### src/hdl/stx_pkg.sv
package stx_pkg;
   // ==========================================================
   // register byte offsets
   localparam logic [7:0] STX_OFS_BAUD   = 8'h00;
   localparam logic [7:0] STX_OFS_CTRL1  = 8'h04;
   localparam logic [7:0] STX_OFS_CTRL2  = 8'h08;
   localparam logic [7:0] STX_OFS_DATA   = 8'h0C;
   localparam logic [7:0] STX_OFS_STATUS = 8'h10;

   // ==========================================================
   // reset values
   localparam logic [15:0] STX_BAUD_RST  = 16'h0000;
   localparam logic [7:0]  STX_CTRL1_RST = 8'h00;
   localparam logic [2:0]  STX_CTRL2_RST = 3'h0;

   // ==========================================================
   // status word bit positions
   localparam int STX_ST_TX_BUFFER_EMPTY_FLAG = 0;
   localparam int STX_ST_TC   = 1;
   localparam int STX_ST_RX   = 2;
   localparam int STX_ST_COL  = 6;
   localparam int STX_RX_NFLG = 4;

   // ==========================================================
   // timing counts in baud ticks (sixteen per bit), frame lengths in bits
   localparam logic [3:0] STX_SUB_LAST   = 4'hF;
   localparam logic [3:0] STX_XFER_TICK  = 4'h9;
   localparam logic [3:0] STX_RX_SAMPLE  = 4'h7;
   localparam logic [3:0] STX_COL_PT_MID = 4'h7;
   localparam logic [3:0] STX_COL_PT_LTE = 4'hB;
   localparam logic [3:0] STX_LEN8       = 4'hA;
   localparam logic [3:0] STX_LEN9       = 4'hB;

   // ==========================================================
   // control words, field layout from msb down
   typedef struct packed {
      logic       break_detect_en;
      logic [1:0] collision_check_sel;
      logic       rx_invert;
      logic       tx_invert;
      logic       parity_odd;
      logic       parity_en;
      logic       char9;
   } stx_ctrl_one_s;

   typedef struct packed {
      logic tx_empty_irq_en;
      logic send_break_ctl;
      logic tx_on;
   } stx_ctrl_two_s;

   typedef enum logic [1:0] {K_DATA, K_IDLE, K_BREAK, K_TAIL} stx_kind_e;
   typedef enum logic [1:0] {RX_IDLE, RX_DATA, RX_WAIT} stx_rx_state_e;
endpackage

### src/hdl/stx_uart_tx.sv
// Contract
// - zero divisor stops baud generator
// - buffer to shifter sets empty flag
// - next transfer nine sixteenths into stop
// - empty flag reads one after reset
// - no frame until data written
// - enable rise loads all-ones preamble
// - zero start bit, one stop bit
// - parity replaces character msb
// - empty flag and enable raise irq
// - idle line holds logic one
// - disabling finishes current frame
// - enable toggle queues one idle character
// - send break repeats all-zero characters
// - break end followed by one high
// - break is ten or eleven zeros
// - no detect: framing error, full, zeros
// - detect: only break flag set
// - mid-character break stores partial first
// - collision check compares at sample point; select 10 compares at tick 11 instead
// - collision aborts, flags, blocks sending
// - collision flag cleared while disabled
// - char length selects eight or nine
// - bit rate is baud tick over sixteen
//
// Added by the designer: the AHB-Lite register port and the address map.
module stx_uart_tx
   import stx_pkg::*;
(
   input  wire logic        i_clk,
   input  wire logic        i_sys_rst,
   input  wire logic        i_hsel,
   input  wire logic [31:0] i_haddr,
   input  wire logic [1:0]  i_htrans,
   input  wire logic        i_hwrite,
   input  wire logic [2:0]  i_hsize,
   input  wire logic [31:0] i_hwdata,
   input  wire logic        i_hready,
   output logic      [31:0] o_hrdata,
   output logic             o_hreadyout,
   output logic             o_hresp,
   input  wire logic        i_rxd,
   output logic             o_txd,
   output logic             o_tx_irq
);
   // ==========================================================
   // registers and state
   logic [15:0]   baud_div;
   stx_ctrl_one_s ctrl1;
   stx_ctrl_two_s ctrl2;
   logic [8:0]    tx_buf;
   logic          tx_buffer_empty_flag;
   logic          col_flag;
   logic [3:0]    rx_flags;
   logic [8:0]    rx_data;
   logic          wr_pend;
   logic [7:0]    wr_addr;
   logic [15:0]   bcnt;
   logic          rtick;
   logic          busy;
   logic [10:0]   shreg;
   logic [3:0]    sub;
   logic [3:0]    nleft;
   stx_kind_e     kind;
   logic          pre_pend;
   logic          staged;
   logic [8:0]    stage_d;
   logic          ton_q;
   logic [3:0]    flen;
   logic          rx_line;
   logic          col_check;
   logic [3:0]    col_pt;
   logic          bound;
   logic          ev_stage;
   logic          ev_col;
   logic          ev_direct;
   logic          ld_go;
   stx_kind_e     ld_kind;
   logic [10:0]   ld_word;
   logic          tx_done;
   stx_rx_state_e rxs;
   logic [3:0]    rsub;
   logic [3:0]    ridx;
   logic [8:0]    rsh;
   logic [3:0]    zrun;
   logic [3:0]    zr_next;
   logic [8:0]    rx_char;
   logic          smp_now;
   logic          at_stop;
   logic          rx_store;
   logic          rx_brk;
   logic [3:0]    rx_set;
   logic [31:0]   rd_mux;

   // frame build: start, character, stop; parity in char msb
   function automatic logic [10:0] mk_frame(input logic [8:0] d,
                                            input stx_ctrl_one_s c);
      logic [8:0] ch;
      ch = c.char9 ? d : {1'b1, d[7:0]};
      if (c.parity_en && c.char9) begin
         ch[8] = ^ch[7:0] ^ c.parity_odd;
      end else if (c.parity_en) begin
         ch[7] = ^ch[6:0] ^ c.parity_odd;
      end
      return {1'b1, ch, 1'b0};
   endfunction

   // ==========================================================
   // ahb-lite slave, zero wait states
   assign o_hreadyout = 1'b1;
   assign o_hresp     = 1'b0;

   // latch write address phase
   always_ff @(posedge i_clk) begin
      if (i_sys_rst) begin
         wr_pend <= 1'b0;
         wr_addr <= 8'h00;
      end else if (i_hready) begin
         wr_pend <= i_hsel && i_htrans[1] && i_hwrite && (i_hsize == 3'h2);
         wr_addr <= i_haddr[7:0];
      end
   end

   // read mux, unmapped reads as zero
   always_comb begin
      rd_mux = 32'h0000_0000;
      case (i_haddr[7:0])
         STX_OFS_BAUD:   rd_mux = {16'h0000, baud_div};
         STX_OFS_CTRL1:  rd_mux = {24'h000000, ctrl1};
         STX_OFS_CTRL2:  rd_mux = {29'h0, ctrl2};
         STX_OFS_DATA:   rd_mux = {23'h0, rx_data};
         STX_OFS_STATUS: rd_mux = {25'h0, col_flag, rx_flags, tx_done, tx_buffer_empty_flag};
         default:        rd_mux = 32'h0000_0000;
      endcase
   end

   // read data registered during address phase
   always_ff @(posedge i_clk) begin
      if (i_sys_rst) begin
         o_hrdata <= 32'h0000_0000;
      end else if (i_hready && i_hsel && i_htrans[1] && !i_hwrite) begin
         o_hrdata <= rd_mux;
      end
   end

   // configuration writes
   always_ff @(posedge i_clk) begin
      if (i_sys_rst) begin
         baud_div <= STX_BAUD_RST;
         ctrl1    <= STX_CTRL1_RST;
         ctrl2    <= STX_CTRL2_RST;
      end else if (wr_pend) begin
         if (wr_addr == STX_OFS_BAUD) baud_div <= i_hwdata[15:0];
         if (wr_addr == STX_OFS_CTRL1) ctrl1 <= i_hwdata[7:0];
         if (wr_addr == STX_OFS_CTRL2) ctrl2 <= i_hwdata[2:0];
      end
   end

   // transmit buffer write
   always_ff @(posedge i_clk) begin
      if (i_sys_rst) begin
         tx_buf <= 9'h000;
      end else if (wr_pend && wr_addr == STX_OFS_DATA) begin
         tx_buf <= i_hwdata[8:0];
      end
   end

   // ==========================================================
   // baud generator: one tick per sixteenth bit
   assign rtick = (baud_div != 16'h0000) && (bcnt >= baud_div - 16'h0001);

   always_ff @(posedge i_clk) begin
      if (i_sys_rst || baud_div == 16'h0000) begin
         bcnt <= 16'h0000;
      end else if (rtick) begin
         bcnt <= 16'h0000;
      end else begin
         bcnt <= bcnt + 16'h0001;
      end
   end

   // ==========================================================
   // transmitter control
   assign flen      = ctrl1.char9 ? STX_LEN9 : STX_LEN8;
   assign rx_line   = i_rxd ^ ctrl1.rx_invert;
   assign col_check = (ctrl1.collision_check_sel == 2'b01)
                   || (ctrl1.collision_check_sel == 2'b10);
   assign col_pt    = ctrl1.collision_check_sel[0] ? STX_COL_PT_MID : STX_COL_PT_LTE;
   // frame boundary on the last tick of the last bit, or on any tick while idle
   assign bound     = rtick && (!busy || (sub == STX_SUB_LAST && nleft == 4'h1));
   assign ev_stage  = rtick && busy && kind == K_DATA && nleft == 4'h1
                   && sub == STX_XFER_TICK - 4'h1 && !tx_buffer_empty_flag
                   && ctrl2.tx_on && !staged && !col_flag;
   assign ev_col    = col_check && rtick && busy && sub == col_pt
                   && rx_line != shreg[0];

   // choose next load at a frame boundary
   always_comb begin
      ld_go     = 1'b0;
      ld_kind   = K_DATA;
      ev_direct = 1'b0;
      if (bound && !col_flag && !ev_col) begin
         if (pre_pend) begin
            ld_go   = 1'b1;
            ld_kind = K_IDLE;
         end else if (ctrl2.tx_on && ctrl2.send_break_ctl) begin
            ld_go   = 1'b1;
            ld_kind = K_BREAK;
         end else if (busy && kind == K_BREAK) begin
            ld_go   = 1'b1;
            ld_kind = K_TAIL;
         end else if (ctrl2.tx_on && staged) begin
            ld_go = 1'b1;
         end else if (ctrl2.tx_on && !tx_buffer_empty_flag) begin
            ld_go     = 1'b1;
            ev_direct = 1'b1;
         end
      end
   end

   // shifter image for the chosen load
   always_comb begin
      case (ld_kind)
         K_IDLE:  ld_word = 11'h7FF;
         K_BREAK: ld_word = 11'h000;
         K_TAIL:  ld_word = 11'h7FF;
         default: ld_word = mk_frame(staged ? stage_d : tx_buf, ctrl1);
      endcase
   end

   // shift register, bit timing and pending work
   always_ff @(posedge i_clk) begin
      if (i_sys_rst) begin
         busy     <= 1'b0;
         shreg    <= 11'h7FF;
         sub      <= 4'h0;
         nleft    <= 4'h0;
         kind     <= K_IDLE;
         pre_pend <= 1'b0;
         staged   <= 1'b0;
         stage_d  <= 9'h000;
         ton_q    <= 1'b0;
      end else begin
         ton_q <= ctrl2.tx_on;
         if (ctrl2.tx_on && !ton_q) begin
            pre_pend <= 1'b1;
         end else if (ld_go && ld_kind == K_IDLE) begin
            pre_pend <= 1'b0;
         end
         if (ev_stage) begin
            staged  <= 1'b1;
            stage_d <= tx_buf;
         end else if (ev_col || (ld_go && ld_kind == K_DATA)) begin
            staged <= 1'b0;
         end
         if (ev_col) begin
            busy  <= 1'b0;
            shreg <= 11'h7FF;
         end else if (ld_go) begin
            busy  <= 1'b1;
            shreg <= ld_word;
            nleft <= (ld_kind == K_TAIL) ? 4'h1 : flen;
            sub   <= 4'h0;
            kind  <= ld_kind;
         end else if (bound) begin
            busy <= 1'b0;
         end else if (rtick && busy) begin
            sub <= sub + 4'h1;
            if (sub == STX_SUB_LAST) begin
               shreg <= {1'b1, shreg[10:1]};
               nleft <= nleft - 4'h1;
            end
         end
      end
   end

   // buffer-empty flag, set wins over write clear
   always_ff @(posedge i_clk) begin
      if (i_sys_rst) begin
         tx_buffer_empty_flag <= 1'b1;
      end else if (ev_stage || ev_direct || ev_col) begin
         tx_buffer_empty_flag <= 1'b1;
      end else if (wr_pend && wr_addr == STX_OFS_DATA) begin
         tx_buffer_empty_flag <= 1'b0;
      end
   end

   // collision flag, write one to clear
   always_ff @(posedge i_clk) begin
      if (i_sys_rst || !col_check) begin
         col_flag <= 1'b0;
      end else if (ev_col) begin
         col_flag <= 1'b1;
      end else if (wr_pend && wr_addr == STX_OFS_STATUS && i_hwdata[STX_ST_COL]) begin
         col_flag <= 1'b0;
      end
   end

   // serial output, idle high before inversion
   always_ff @(posedge i_clk) begin
      if (i_sys_rst) begin
         o_txd <= 1'b1;
      end else begin
         o_txd <= (busy ? shreg[0] : 1'b1) ^ ctrl1.tx_invert;
      end
   end

   assign tx_done  = !busy && !pre_pend && !staged && (tx_buffer_empty_flag || !ctrl2.tx_on)
                  && !(ctrl2.tx_on && ctrl2.send_break_ctl);
   assign o_tx_irq = tx_buffer_empty_flag && ctrl2.tx_empty_irq_en;

   // ==========================================================
   // receive path: framing and break detection
   assign zr_next  = zrun + 4'h1;
   assign smp_now  = rtick && rsub == STX_RX_SAMPLE && rxs != RX_IDLE;
   assign at_stop  = rxs == RX_DATA && ridx == flen - 4'h1;
   assign rx_char  = ctrl1.char9 ? rsh : {1'b0, rsh[8:1]};
   assign rx_store = smp_now && at_stop
                  && !(ctrl1.break_detect_en && !rx_line && zr_next == flen);
   assign rx_brk   = smp_now && ctrl1.break_detect_en && !rx_line
                  && zr_next == flen && (at_stop || rxs == RX_WAIT);
   assign rx_set   = {rx_brk,
                      rx_store && ctrl1.parity_en && (^rx_char ^ ctrl1.parity_odd),
                      rx_store && !rx_line,
                      rx_store};

   // receive sequencer
   always_ff @(posedge i_clk) begin
      if (i_sys_rst) begin
         rxs  <= RX_IDLE;
         rsub <= 4'h0;
         ridx <= 4'h0;
         rsh  <= 9'h000;
         zrun <= 4'h0;
      end else if (rtick) begin
         case (rxs)
            RX_IDLE: begin
               if (!rx_line) begin
                  rxs  <= RX_DATA;
                  rsub <= 4'h0;
                  ridx <= 4'h0;
                  zrun <= 4'h0;
               end
            end
            RX_DATA: begin
               rsub <= rsub + 4'h1;
               if (rsub == STX_RX_SAMPLE) begin
                  zrun <= rx_line ? 4'h0 : zr_next;
                  ridx <= ridx + 4'h1;
                  if (ridx == 4'h0 && rx_line) begin
                     rxs <= RX_IDLE;
                  end else if (at_stop) begin
                     rxs <= rx_line ? RX_IDLE : RX_WAIT;
                  end else if (ridx != 4'h0) begin
                     rsh <= {rx_line, rsh[8:1]};
                  end
               end
            end
            RX_WAIT: begin
               rsub <= rsub + 4'h1;
               if (rsub == STX_RX_SAMPLE) begin
                  if (rx_line) begin
                     rxs <= RX_IDLE;
                  end else if (zrun != 4'hF) begin
                     zrun <= zr_next;
                  end
               end
            end
            default: rxs <= RX_IDLE;
         endcase
      end
   end

   // received character store
   always_ff @(posedge i_clk) begin
      if (i_sys_rst) begin
         rx_data <= 9'h000;
      end else if (rx_store) begin
         rx_data <= rx_char;
      end
   end

   // receive flags, set wins over write-one clear
   for (genvar g = 0; g < STX_RX_NFLG; g++) begin : g_rxf
      always_ff @(posedge i_clk) begin
         if (i_sys_rst) begin
            rx_flags[g] <= 1'b0;
         end else if (rx_set[g]) begin
            rx_flags[g] <= 1'b1;
         end else if (wr_pend && wr_addr == STX_OFS_STATUS
                      && i_hwdata[STX_ST_RX + g]) begin
            rx_flags[g] <= 1'b0;
         end
      end
   end
endmodule

### config.mk
export PLATFORM = sky130hd
export DESIGN_NAME = stx_uart_tx
export DESIGN_NICKNAME = d
export VERILOG_FILES = /design/src/hdl/stx_pkg.sv /design/src/hdl/stx_uart_tx.sv
export SDC_FILE = /design/constraint.sdc
export NUM_CORES = 1
export LEC_CHECK = 0
export ABC_AREA = 0
export BUFFER_PORTS_ARGS = -buffer_cell sky130_fd_sc_hd__clkbuf_2
export CAP_MARGIN = 10
export CORE_MARGIN = 5
export CORE_UTILIZATION = 50
export CTS_CLUSTER_SIZE = 25
export DETAILED_ROUTE_END_ITERATION = 6
export PLACE_DENSITY_LB_ADDON = 0.3
export SETUP_SLACK_MARGIN = 0.15
export SYNTH_ARGS = -nofsm -noshare
export SYNTH_HDL_FRONTEND = slang
export SYNTH_SLANG_ARGS = --single-unit
### constraint.sdc
create_clock -name i_clk -period 3.75 [get_ports i_clk]
set_clock_uncertainty 0.1 [all_clocks]
set_input_delay 0 -clock i_clk [delete_from_list [all_inputs] [get_ports i_clk]]
set_output_delay 0 -clock i_clk [all_outputs]
set_load 0.02 [all_outputs]
==> metrics.csv, run 1 <==
stage;metric;value;unit
placed_design;gp weighted congestion;0.843;
power_and_ir_drop;VDD IR max;0.000321;V
timing;Max transition margin;0.406;
placed_design;count of buffers from port buffering;51;
synth;largest family of logic cells by synthesized area;simple AND/OR/NAND/NOR gates;
detailed_routing;DR vias;6912;
power_and_ir_drop;Final Power;3.36;mW
detailed_routing;Met3 Wirelength;1140;um
min_path;Hold Path Class;primary input to flip-flop;
worst_setup_path;Crit Path Class;flip-flop to flip-flop;
timing;unrepaired setup endpoints after global routing;true;
worst_setup_path;Crit path max-delay family;simple AND/OR/NAND/NOR gates;
die;Die Span X;136;um
timing;final setup TNS;0;ns
layout;post-route cell area;0.00969;mm^2
synth;#FFs+latches synth;150;
power_and_ir_drop;sequential power share;0.478;
worst_setup_path;Worst setup SP type;flip-flop;
detailed_routing;First-pass DRT Iterations;6;
synth;xor-xnor portion of the synthesized cell area;0.0655;
timing;Tcrit/Tclk final;0.990;
layout;nets;1143;
clock_network;CTS root buffer;clkbuf_16;
clock_network;clock sinks;150;
die;I/O pin count;111;
global_routing;vias in the first global route;6459;
layout;Finished Layout Cells;1267;
detailed_routing;Routed Antenna Nets;0;
global_routing;Overflow after GRT;0;
power_and_ir_drop;switch share;0.244;
timing;worst slew pin tran;0.891;ns
synth;cell area after synthesis;0.00789;mm^2
synth;Synth Area in Compound Gates;0.118;
power_and_ir_drop;combinational group share of total power;0.046;
detailed_routing;Detailed Route Iter0 Violations;384;
synth;cells after synthesis;936;
placed_design;placed cell areas;0.00843;mm^2
synth;Yosys cell types;70;
placed_design;dpl ws;0.00767;ns
synth;Syn Area/Cell;8.43;um^2
detailed_routing;Met1 Wirelength;9070;um
synth;mux contribution to synthesized area;0.103;
global_routing;global-route wire length before repair;32200;um
die;die area;0.0184;mm^2
layout;Ant. Diodes;0;
power_and_ir_drop;Pleak;3.93;nW
worst_setup_path;Worst Path Required;3.97;ns
placed_design;dpl hpwl;13700;um
detailed_routing;DRC viols;0;
detailed_routing;routed vias/inst;5.46;
timing;Final Hold Fails;0;
clock_network;htree depth;4;
placed_design;number of placed cells counting well taps;1187;
timing;final max-slew violation count;0;
timing;Max Freq;269;MHz
worst_setup_path;crit path max fanout;7;
outcome;status;finished clean;
clock_network;Worst-Skew Late Latency;0.43;ns
worst_setup_path;CP most frequent cell;buf_4;
power_and_ir_drop;NetSw;0.820;mW
flow_run;max-cap viol count;0;
synth;Synth area leader;dfxtp_1;
worst_setup_path;Worst EP arrival;3.93;ns
layout;Layout area overhead;22.9;%
global_routing;initial antenna violation count;0;
power_and_ir_drop;PwrDens;347;mW/mm^2
worst_setup_path;crit-path cells;nor4_4 > nor4b_4 > nand2b_1 > buf_4 > nor2_4 > xnor2_1 > ha_1 > a21o_1 > a221o_1 > a21oi_2 > and4_4 > buf_4 > buf_12 > nor2_4 > a311oi_2 > buf_4 > a2bb2oi_1;
synth;dominant synthesized flop cell;dfxtp_1;
synth;asr flop ratio synth;0;
clock_network;clock buffer depth;2;
clock_network;clock slew at reported path FFs;0.06;ns
timing;final setup fails;0;
power_and_ir_drop;internal power;2.54;mW
die;Die Y;136;um
layout;fin util;0.619;
synth;synth top area cells;dfxtp_1, mux2i_1, nand2_1, nor2_1, ha_1;
die;core area;0.0157;mm^2
synth;Simple-Gate Fraction of Synth Area;0.233;
layout;fraction of layout cells with a size suffix above 1;0.194;
clock_network;CTS Buf Count;17;
worst_setup_path;Crit. End Element;flip-flop;
synth;Synth top area share;0.381;
timing;Final Critical Period;3.71;ns
worst_setup_path;Worst Path Buf+Inv;4;
detailed_routing;met2 WL;9640;um
power_and_ir_drop;clock power share;0.476;
worst_setup_path;slowest CP cell;dfxtp_2;
die;initial core utilization;0.504;
clock_network;TritonCTS clock tree;done;
global_routing;total track usage;0.218;
synth;Synth Area in Adders;0.0476;
synth;register area share after synthesis;0.381;
die;FP Rows;46;
synth;Post-synth EDFFs;0;
synth;Syn. warnings;0;
detailed_routing;drt total wl;20300;um
global_routing;largest net degree at the start of global routing;83;
worst_setup_path;slowest cell delay on critical path;0.33;ns
timing;setup slack after layout;0.0379;ns
timing;hold_ws;0.0454;ns
detailed_routing;post-DR wirelength/cell;16.0;um
detailed_routing;uppermost layer routed;met4;
-- registers in the layout, indices dropped and copies added (netlist names), 2 cells and up --
signal    flops
ridx          4
baud_div     16
ctrl2         3
o_hrdata     16
wr_addr       8
rxs           2
bcnt         16
ctrl1         8
kind          2
rsh           9
sub           4
stage_d       9
rx_flags      4
rx_data       9
shreg        11
zrun          4
nleft         4
rsub          4
tx_buf        9
-- worst register-to-register path, stage by stage, from the launching register on --
cell and delay (ns):
dfxtp_2 0.33, nor4_4 0.30, nor4b_4 0.25, nand2b_1 0.16
buf_4 0.17, nor2_4 0.07, xnor2_1 0.13, ha_1 0.27
a21o_1 0.17, a221o_1 0.33, a21oi_2 0.16, and4_4 0.28
buf_4 0.13, buf_12 0.14, nor2_4 0.06, a311oi_2 0.26
buf_4 0.22, a2bb2oi_1 0.07
-- final cells by class --
cell class                      instances  area (um^2)
Clock buffer                           18          439
Multi-Input combinational cell        717         4800
Tap cell                              216          270
Timing Repair Buffer                  128          975
Sequential cell                       150         3010
Clock inverter                         14          114
Fill cell                            1362         5960
Inverter                               24         90.1
-- placed cells by master, fill, tap and decap left out, types with 4 or more instances in the layout --
cell type      Yosys  routed
a211oi_1           4       4
a21oi_1           65      60
a21oi_2            1       6
a22oi_1           11      10
a2bb2oi_1          7       6
and2_1             9       7
and3_1             8       8
buf_4             18      35
buf_6              1       9
clkbuf_16          0      17
clkbuf_2           0      50
conb_1             2      18
dfxtp_1          150     145
dfxtp_2            0       5
dlygate4sd3_1      0      32
ha_1              30      29
inv_1             23      23
inv_6              0       7
mux2_2            16      16
mux2i_1           62      62
nand2_1          124     120
nand2b_1          10       9
nand3_1           37      33
nand3b_1           5       5
nand4_1           11      11
nor2_1           107     104
nor2b_1            8       7
nor3_1            18      14
nor4_1             9       5
o21ai_0           25      24
or2_2              5       5
or3_1              4       4
xnor2_1           34      34
xor2_1            25      25
-- cells by family after synthesis --
kind of cell    Yosys count
other cells               2
xor+xnor                 59
compound gates          149
simple gates            382
flops                   150
fa+ha+maj                30
buf+inv                  85
mux                      79
-- power by group through the flow --
stage / Combinational [mW] / Sequential, mW / Clock (mW)
global placement: 0.120 / 1.64 / 0
global route: 0.167 / 1.61 / 1.69
finish: 0.155 / 1.61 / 1.60
CTS: 0.149 / 1.60 / 1.63
floorplan: 0.0882 / 1.64 / 0
detailed placement: 0.121 / 1.64 / 0
-- final timing paths --
| check | startpoint | end | slack (ns) | depth (start not counted) |
|---|---|---|---|---|
| worst min register to register | o_hrdata[11]$_SDFFE_PP0P_ | o_hrdata[11]$_SDFFE_PP0P_ | 0.35 | 2 |
| worst max register to register | baud_div[5]$_SDFFE_PP0P_ | shreg[4]$_SDFFE_PP1P_ | 0.04 | 17 |
| worst max-delay path | baud_div[5]$_SDFFE_PP0P_ | shreg[4]$_SDFFE_PP1P_ | 0.04 | 17 |
| worst min-delay path | i_rxd | rx_flags[1]$_SDFFE_PP0P_ | 0.05 | 4 |
-- routing by layer --
metal | vias to the layer above | GRT usage
li1 | 3438 | -
met1 | 3246 | 0.288
met2 | 192 | 0.360
met3 | 36 | 0.0349
met4 | 0 | 0.0829
met5 | - | 0
-- what timing repair did --
item	in CTS	in global routing
cloned	1	1
gates resized for setup	8	59
buffers inserted	4	10
pin swaps	5	20
endpoints found under the hold margin	51	0
hold buffers	32	0
setup endpoints to repair	46	85
-- cells in the mapped netlist, types with 16 or more instances --
cell	number
dfxtp_1	150
nand2_1	124
nor2_1	107
a21oi_1	65
mux2i_1	62
nand3_1	37
xnor2_1	34
ha_1	30
clkbuf_1	29
o21ai_0	25
xor2_1	25
inv_1	23
buf_4	18
nor3_1	18
mux2_2	16
No activity file was read; power rests on OpenSTA's default activity.
==> inputs of run 2 (changes only) <==
--- a/config.mk
+++ b/config.mk
@@ -6,13 +6,14 @@
 export NUM_CORES = 1
 export LEC_CHECK = 0
 export ABC_AREA = 0
-export BUFFER_PORTS_ARGS = -buffer_cell sky130_fd_sc_hd__clkbuf_2
+export BUFFER_PORTS_ARGS = -buffer_cell sky130_fd_sc_hd__buf_2
 export CAP_MARGIN = 10
 export CORE_MARGIN = 5
 export CORE_UTILIZATION = 50
 export CTS_CLUSTER_SIZE = 25
 export DETAILED_ROUTE_END_ITERATION = 6
 export PLACE_DENSITY_LB_ADDON = 0.3
+export RECOVER_POWER = 25
 export SETUP_SLACK_MARGIN = 0.15
 export SYNTH_ARGS = -nofsm -noshare
 export SYNTH_HDL_FRONTEND = slang
==> run 2 against run 1 <==
Compared with the run above: flip-flop and latch count did not move; worst hold slack got worse by 0.033 ns; critical path depth fell by 5; utilization fell by 0.81 points; first-iteration DRC count rose by 25%; die area did not move; combinational power barely moved; sequential share of layout area rose by 0.40 points; non-clock buffer count fell by 4; largest power group is now the clock network; highest routed layer unchanged.
==> metrics.csv, run 2 (synthesis gave the netlist of run 1 again) <==
stage;metric;value;unit;change
outcome;status;finished clean;;unchanged
global_routing;largest net degree at the start of global routing;73;;was 83
placed_design;dpl hpwl;13900;um;was 13700 um
global_routing;vias in the first global route;6564;;was 6459
timing;final setup fails;0;;unchanged
placed_design;gp weighted congestion;0.871;;was 0.843
clock_network;CTS Buf Count;17;;unchanged
worst_setup_path;Worst Path Required;4.00;ns;was 3.97 ns
layout;nets;1139;;was 1143
timing;Tcrit/Tclk final;0.988;;was 0.990
global_routing;Overflow after GRT;0;;unchanged
worst_setup_path;Crit path max-delay family;simple AND/OR/NAND/NOR gates;;unchanged
clock_network;clock sinks;150;;unchanged
die;FP Rows;46;;unchanged
die;core area;0.0157;mm^2;unchanged
detailed_routing;routed vias/inst;5.49;;was 5.46
die;Die Y;136;um;unchanged
worst_setup_path;Crit. End Element;flip-flop;;unchanged
timing;Final Hold Fails;0;;unchanged
die;I/O pin count;111;;unchanged
detailed_routing;First-pass DRT Iterations;5;;was 6
layout;Multi-input gate area;0.00463;mm^2;was 0.00480 mm^2
die;initial core utilization;0.504;;unchanged
detailed_routing;Routed Antenna Nets;0;;unchanged
layout;Finished Layout Cells;1263;;was 1267
layout;FF/Latch Area;0.00301;mm^2;about the same
min_path;Hold Path Class;primary input to flip-flop;;unchanged
detailed_routing;DRC viols;0;;unchanged
power_and_ir_drop;Final Power;3.69;mW;was 3.36 mW
detailed_routing;post-DR wirelength/cell;16.1;um;was 16.0 um
detailed_routing;drt total wl;20300;um;about the same
global_routing;initial antenna violation count;0;;unchanged
flow_run;max-cap viol count;0;;unchanged
timing;Max transition margin;0.447;;was 0.406
worst_setup_path;Worst setup SP type;flip-flop;;unchanged
layout;fraction of layout cells with a size suffix above 1;0.146;;was 0.194
layout;most frequent cells in the layout;dfxtp_1, nand2_1, nor2_1;;unchanged
clock_network;TritonCTS clock tree;done;;unchanged
power_and_ir_drop;VDD IR max;0.000281;V;was 0.000321 V
detailed_routing;Detailed Route Iter0 Violations;479;;was 384
timing;Final Critical Period;3.70;ns;was 3.71 ns
worst_setup_path;slowest cell delay on critical path;0.59;ns;was 0.33 ns
worst_setup_path;CP most frequent cell;or4_4;;was buf_4
worst_setup_path;crit-path cells;or4_4 > nor4_4 > nor2b_2 > xnor2_1 > ha_1 > and4_1 > nand4_1 > a311o_1 > and4_4 > or4_4 > or3_1 > a21oi_1;;was nor4_4 > nor4b_4 > nand2b_1 > buf_4 > nor2_4 > xnor2_1 > ha_1 > a21o_1 > a221o_1 > a21oi_2 > and4_4 > buf_4 > buf_12 > nor2_4 > a311oi_2 > buf_4 > a2bb2oi_1
layout;final-layout fill cell count;1397;;was 1362
timing;final setup TNS;0;ns;unchanged
clock_network;clock buffer depth;2;;unchanged
worst_setup_path;crit path max fanout;6;;was 7
timing;Max Freq;270;MHz;was 269 MHz
clock_network;clock slew at reported path FFs;0.07;ns;was 0.06 ns
worst_setup_path;Crit Path Class;flip-flop to flip-flop;;unchanged
worst_setup_path;Worst EP arrival;3.96;ns;was 3.93 ns
clock_network;htree depth;4;;unchanged
global_routing;global-route wire length before repair;32600;um;was 32200 um
power_and_ir_drop;PwrDens;386;mW/mm^2;was 347 mW/mm^2
timing;worst slew pin tran;0.825;ns;was 0.891 ns
die;Die Span X;136;um;unchanged
timing;final max-slew violation count;0;;unchanged
placed_design;number of placed cells counting well taps;1186;;was 1187
layout;commonest non-fill, non-tap cell in the layout;dfxtp_1;;unchanged
timing;unrepaired setup endpoints after global routing;true;;unchanged
detailed_routing;DR vias;6935;;was 6912
clock_network;CTS root buffer;clkbuf_16;;unchanged
worst_setup_path;Worst Path Buf+Inv;0;;was 4
clock_network;Worst-Skew Late Latency;0.43;ns;about the same
layout;Regs by FF count;baud_div (16), bcnt (16), o_hrdata (16);;unchanged
worst_setup_path;slowest CP cell;or4_4;;was dfxtp_2
placed_design;count of buffers from port buffering;51;;unchanged
global_routing;total track usage;0.222;;was 0.218
die;die area;0.0184;mm^2;unchanged
layout;Ant. Diodes;0;;unchanged
power_and_ir_drop;Pleak;3.84;nW;was 3.93 nW
layout;Layout area overhead;21.3;%;was 22.9%
run 2: changes by cell type in the layout (fill, tap and decap cells not counted), moves of 3 or more:
cell,change
clkbuf_2,-50
buf_2,+31
clkbuf_1,+19
bufinv_16,+5
a21oi_1,+4
a21oi_2,-4
buf_6,-3
clkinvlp_4,-3
nand3_1,+3
nor2_4,-3
nor3_1,+3
run 2: metrics by stage:
stage / hold slack (ns) / util / area, um^2 / worst slack, ns
2_1_floorplan: 0.0284 / - / 8000 / -0.0192
3_3_place_gp: 0.147 / 0.538 / 8430 / -0.0113
3_5_place_dp: 0.153 / 0.538 / 8430 / -0.0322
4_1_cts: 0.00395 / 0.606 / 9490 / 0.0661
5_1_grt: 0.0415 / 0.611 / 9570 / -0.116
6_report: 0.0125 / 0.611 / 9570 / 0.0458
run 2: timing repair:
item / 4_1_cts / 5_1_grt
hold buffers: 34 / 0
setup buffers: 5 / 5
pin swaps: 7 / 5
setup endpoints to repair: 50 / 65
resized for setup: 7 / 15
endpoints found under the hold margin: 51 / 0
cloned: 0 / 1
run 2: area by class of cell:
cell class,count,share of cell area
clock buffers,17,0.0445
clock inverters,15,0.0247
inverters,24,0.00942
multi-input cells,717,0.484
flip-flops and latches,150,0.314
well taps,216,0.0283
repair buffers,124,0.0943
run 2: where the power goes:
group / switching [mW] / internal [mW]
sequential: 0.00656 / 1.60
combinational: 0.0945 / 0.0595
clock: 0.731 / 1.20
run 2: final timing paths:
kind                                                start                         to  slack (ns)  cells past startpoint
worst max register to register   baud_div[9]$_SDFFE_PP0P_       zrun[0]$_SDFFE_PP0P_        0.05                     12
worst min-delay path                            i_sys_rst    stage_d[7]$_SDFFE_PP0P_        0.01                      2
worst max-delay path             baud_div[9]$_SDFFE_PP0P_       zrun[0]$_SDFFE_PP0P_        0.05                     12
worst min register to register  o_hrdata[14]$_SDFFE_PP0P_  o_hrdata[14]$_SDFFE_PP0P_        0.35                      2
run 2: routing by layer:
metal	vias to the layer above	part of all wire	track usage
li1	3424	-	-
met1	3265	0.43	0.282
met2	199	0.48	0.374
met3	47	0.062	0.0423
met4	0	0.025	0.0845
met5	-	0	0
==> inputs of run 3 (changes only) <==
==> constraint.sdc (replaced) <==
create_clock -name i_clk -period 4.2 [get_ports i_clk]
set_clock_uncertainty 0.1 [all_clocks]
set_input_delay 0 -clock i_clk [delete_from_list [all_inputs] [get_ports i_clk]]
set_output_delay 0 -clock i_clk [all_outputs]
set_load 0.02 [all_outputs]
==> run 3 against run 2 <==
Compared with the run above: the flow now finishes with violations (capacitance limit, slew limit); sequential power decreased by 11%; combinational power decreased by 9.7%; routed wire length decreased by 2.1%; count of clock-buffer cells in the layout increased by 2; worst hold slack improved by 0.056 ns; final area decreased by 1.5%; global-route usage decreased by 0.26 points; power decreased by 13%; critical path depth increased by 2; utilization decreased by 0.92 points; critical endpoint is now rsh[6]$_SDFFE_PP0P_.
==> metrics.csv, run 3 (synthesis gave the netlist of run 1 again) <==
stage;metric;value;unit;change
power_and_ir_drop;combinational group share of total power;0.043;;was 0.042
placed_design;count of buffers from port buffering;51;;unchanged
flow_run;max-cap viol count;2;;was 0
power_and_ir_drop;switch share;0.222;;was 0.226
detailed_routing;routed vias/inst;5.42;;was 5.49
worst_setup_path;worst r2r src;baud_div[9]$_SDFFE_PP0P_;;unchanged
global_routing;routing usage on met1;0.288;;was 0.282
global_routing;met2 usage;0.355;;was 0.374
power_and_ir_drop;clock power share;0.511;;was 0.523
min_path;Hold Path Class;primary input to flip-flop;;unchanged
outcome;status;complete, but fails checks;;was finished clean
timing;Tcrit/Tclk final;0.943;;was 0.988
detailed_routing;Detailed Route Iter0 Violations;489;;was 479
clock_network;CTS Buf Count;17;;unchanged
clock_network;clock slew at reported path FFs;0.06;ns;was 0.07 ns
global_routing;GR peak layer;met2;;unchanged
power_and_ir_drop;internal power;2.50;mW;was 2.86 mW
power_and_ir_drop;NetSw;0.714;mW;was 0.833 mW
global_routing;global-route track usage on met3;0.0527;;was 0.0423
timing;final max-slew violation count;122;;was 0
timing;worst slew pin tran;1.85;ns;was 0.825 ns
timing;final setup fails;0;;unchanged
layout;Layout area overhead;19.5;%;was 21.3%
clock_network;CTS root buffer;clkbuf_16;;unchanged
layout;fraction of layout cells with a size suffix above 1;0.126;;was 0.146
power_and_ir_drop;VDD IR max;0.000260;V;was 0.000281 V
die;FP Rows;46;;unchanged
layout;most frequent cells in the layout;dfxtp_1, nand2_1, nor2_1;;unchanged
power_and_ir_drop;Final Power;3.22;mW;was 3.69 mW
timing;unrepaired setup endpoints after global routing;false;;was true
clock_network;clock buffer depth;2;;unchanged
detailed_routing;drt total wl;19900;um;was 20300 um
power_and_ir_drop;Pleak;3.74;nW;was 3.84 nW
timing;Final Hold Fails;0;;unchanged
min_path;Hold Startpoint;i_haddr[4];;was i_sys_rst
timing;Max Freq;252;MHz;was 270 MHz
detailed_routing;DR vias;6807;;was 6935
die;Die Y;136;um;unchanged
global_routing;initial antenna violation count;1;;was 0
detailed_routing;First-pass DRT Iterations;5;;unchanged
die;core area;0.0157;mm^2;unchanged
global_routing;largest net degree at the start of global routing;80;;was 73
power_and_ir_drop;sequential power share;0.446;;was 0.435
power_and_ir_drop;PwrDens;342;mW/mm^2;was 386 mW/mm^2
layout;commonest non-fill, non-tap cell in the layout;dfxtp_1;;unchanged
timing;Max transition margin;-0.232;;was 0.447
worst_setup_path;Crit. End Element;flip-flop;;unchanged
detailed_routing;post-DR wirelength/cell;15.8;um;was 16.1 um
clock_network;htree depth;4;;unchanged
global_routing;vias in the first global route;6514;;was 6564
worst_setup_path;crit path max fanout;9;;was 6
die;I/O pin count;111;;unchanged
layout;nets;1131;;was 1139
layout;Regs by FF count;baud_div (16), bcnt (16), o_hrdata (16);;unchanged
worst_setup_path;critical path launch point;baud_div[9]$_SDFFE_PP0P_;;unchanged
detailed_routing;Routed Antenna Nets;0;;unchanged
layout;fin util;0.602;;was 0.611
worst_setup_path;Worst EP arrival;4.11;ns;was 3.96 ns
die;initial core utilization;0.504;;unchanged
timing;Final Critical Period;3.96;ns;was 3.70 ns
timing;final setup TNS;0;ns;unchanged
worst_setup_path;Worst Path Required;4.35;ns;was 4.00 ns
placed_design;gp weighted congestion;0.853;;was 0.871
clock_network;clock sinks;150;;unchanged
global_routing;total track usage;0.219;;was 0.222
global_routing;Overflow after GRT;0;;unchanged
die;Die Span X;136;um;unchanged
worst_setup_path;Worst setup SP type;flip-flop;;unchanged
detailed_routing;DRC viols;0;;unchanged
global_routing;global-route wire length before repair;32500;um;was 32600 um
worst_setup_path;Crit Path Class;flip-flop to flip-flop;;unchanged
clock_network;Worst-Skew Late Latency;0.43;ns;about the same
timing;hold_ws;0.0686;ns;was 0.0125 ns
outcome;violated checks;capacitance limit, slew limit;;
die;die area;0.0184;mm^2;unchanged
placed_design;dpl hpwl;13700;um;was 13900 um
clock_network;TritonCTS clock tree;done;;unchanged
run 3: cell count changes in the layout (fill, tap and decap cells not counted), moves of 2 or more:
cell,change
dfxtp_2,-2
nand2_2,-3
inv_6,-3
dfxtp_1,+2
nand2_1,+3
buf_4,-10
buf_2,+2
dlygate4sd3_1,+6
buf_6,-5
nor4_4,-2
nor4_2,+2
run 3: worst paths after layout:
| path | endpoint | slack [ns] | cells past startpoint |
|---|---|---|---|
| hold reg to reg | o_hrdata[9]$_SDFFE_PP0P_ | 0.35 | 2 |
| setup reg to reg | rsh[6]$_SDFFE_PP0P_ | 0.24 | 14 |
| setup / recovery | rsh[6]$_SDFFE_PP0P_ | 0.24 | 14 |
| hold / removal | o_hrdata[2]$_SDFFE_PP0P_ | 0.07 | 4 |
run 3: cell type report:
class	instances	area [um^2]
Clock inverter	13	194
Clock buffer	19	443
Sequential cell	150	3010
Timing Repair Buffer	116	822
Tap cell	216	270
Antenna cell	1	2.50
Multi-Input combinational cell	717	4600
Fill cell	1406	6230
Inverter	24	90.1
run 3: power groups by stage:
stage,logic [mW],clock network (mW),registers (mW)
floorplan,0.0785,0,1.46
global placement,0.106,0,1.46
CTS,0.136,1.66,1.43
detailed placement,0.107,0,1.47
global route,0.151,1.73,1.43
finish,0.139,1.64,1.43
run 3: worst max-delay path, stage by stage (launching register included):
cell     delay [ns]
dfxtp_2        0.36
or4_4          0.55
nor4_4         0.23
nor2b_2        0.19
xnor2_1        0.07
ha_1           0.29
and4_1         0.23
nand4_1        0.12
a311o_1        0.30
and4_4         0.21
buf_4          0.17
or4_4          0.57
buf_6          0.16
mux2i_1        0.16
nor2_1         0.06
run 3: metal layers:
metal  share of wire  routed length (um)  vias to the layer above
met1            0.45                9030                     3185
met4           0.021                 411                        0
met3           0.052                1030                       32
li1                -                   -                     3417
met5               0                   0                        -
met2            0.47                9380                      173
run 3: repair_timing:
item | in CTS | in global routing
buffers inserted | 0 | 2
hold endpoints to repair | 65 | 0
hold buffers | 40 | 0
gates resized for setup | 2 | 13
setup endpoints to repair | 13 | 55
pin swaps | 0 | 3
cloned | 0 | 1
run 3: stage by stage:
stage / setup slack [ns] / std cells / area [um^2]
after floorplan: 0.153 / 952 / 7950
after global placement: 0.174 / 1180 / 8330
after detailed placement: 0.149 / 1180 / 8330
after CTS: 0.159 / 1252 / 9380
after global routing: 0.0830 / 1256 / 9420
final: 0.239 / 1256 / 9420
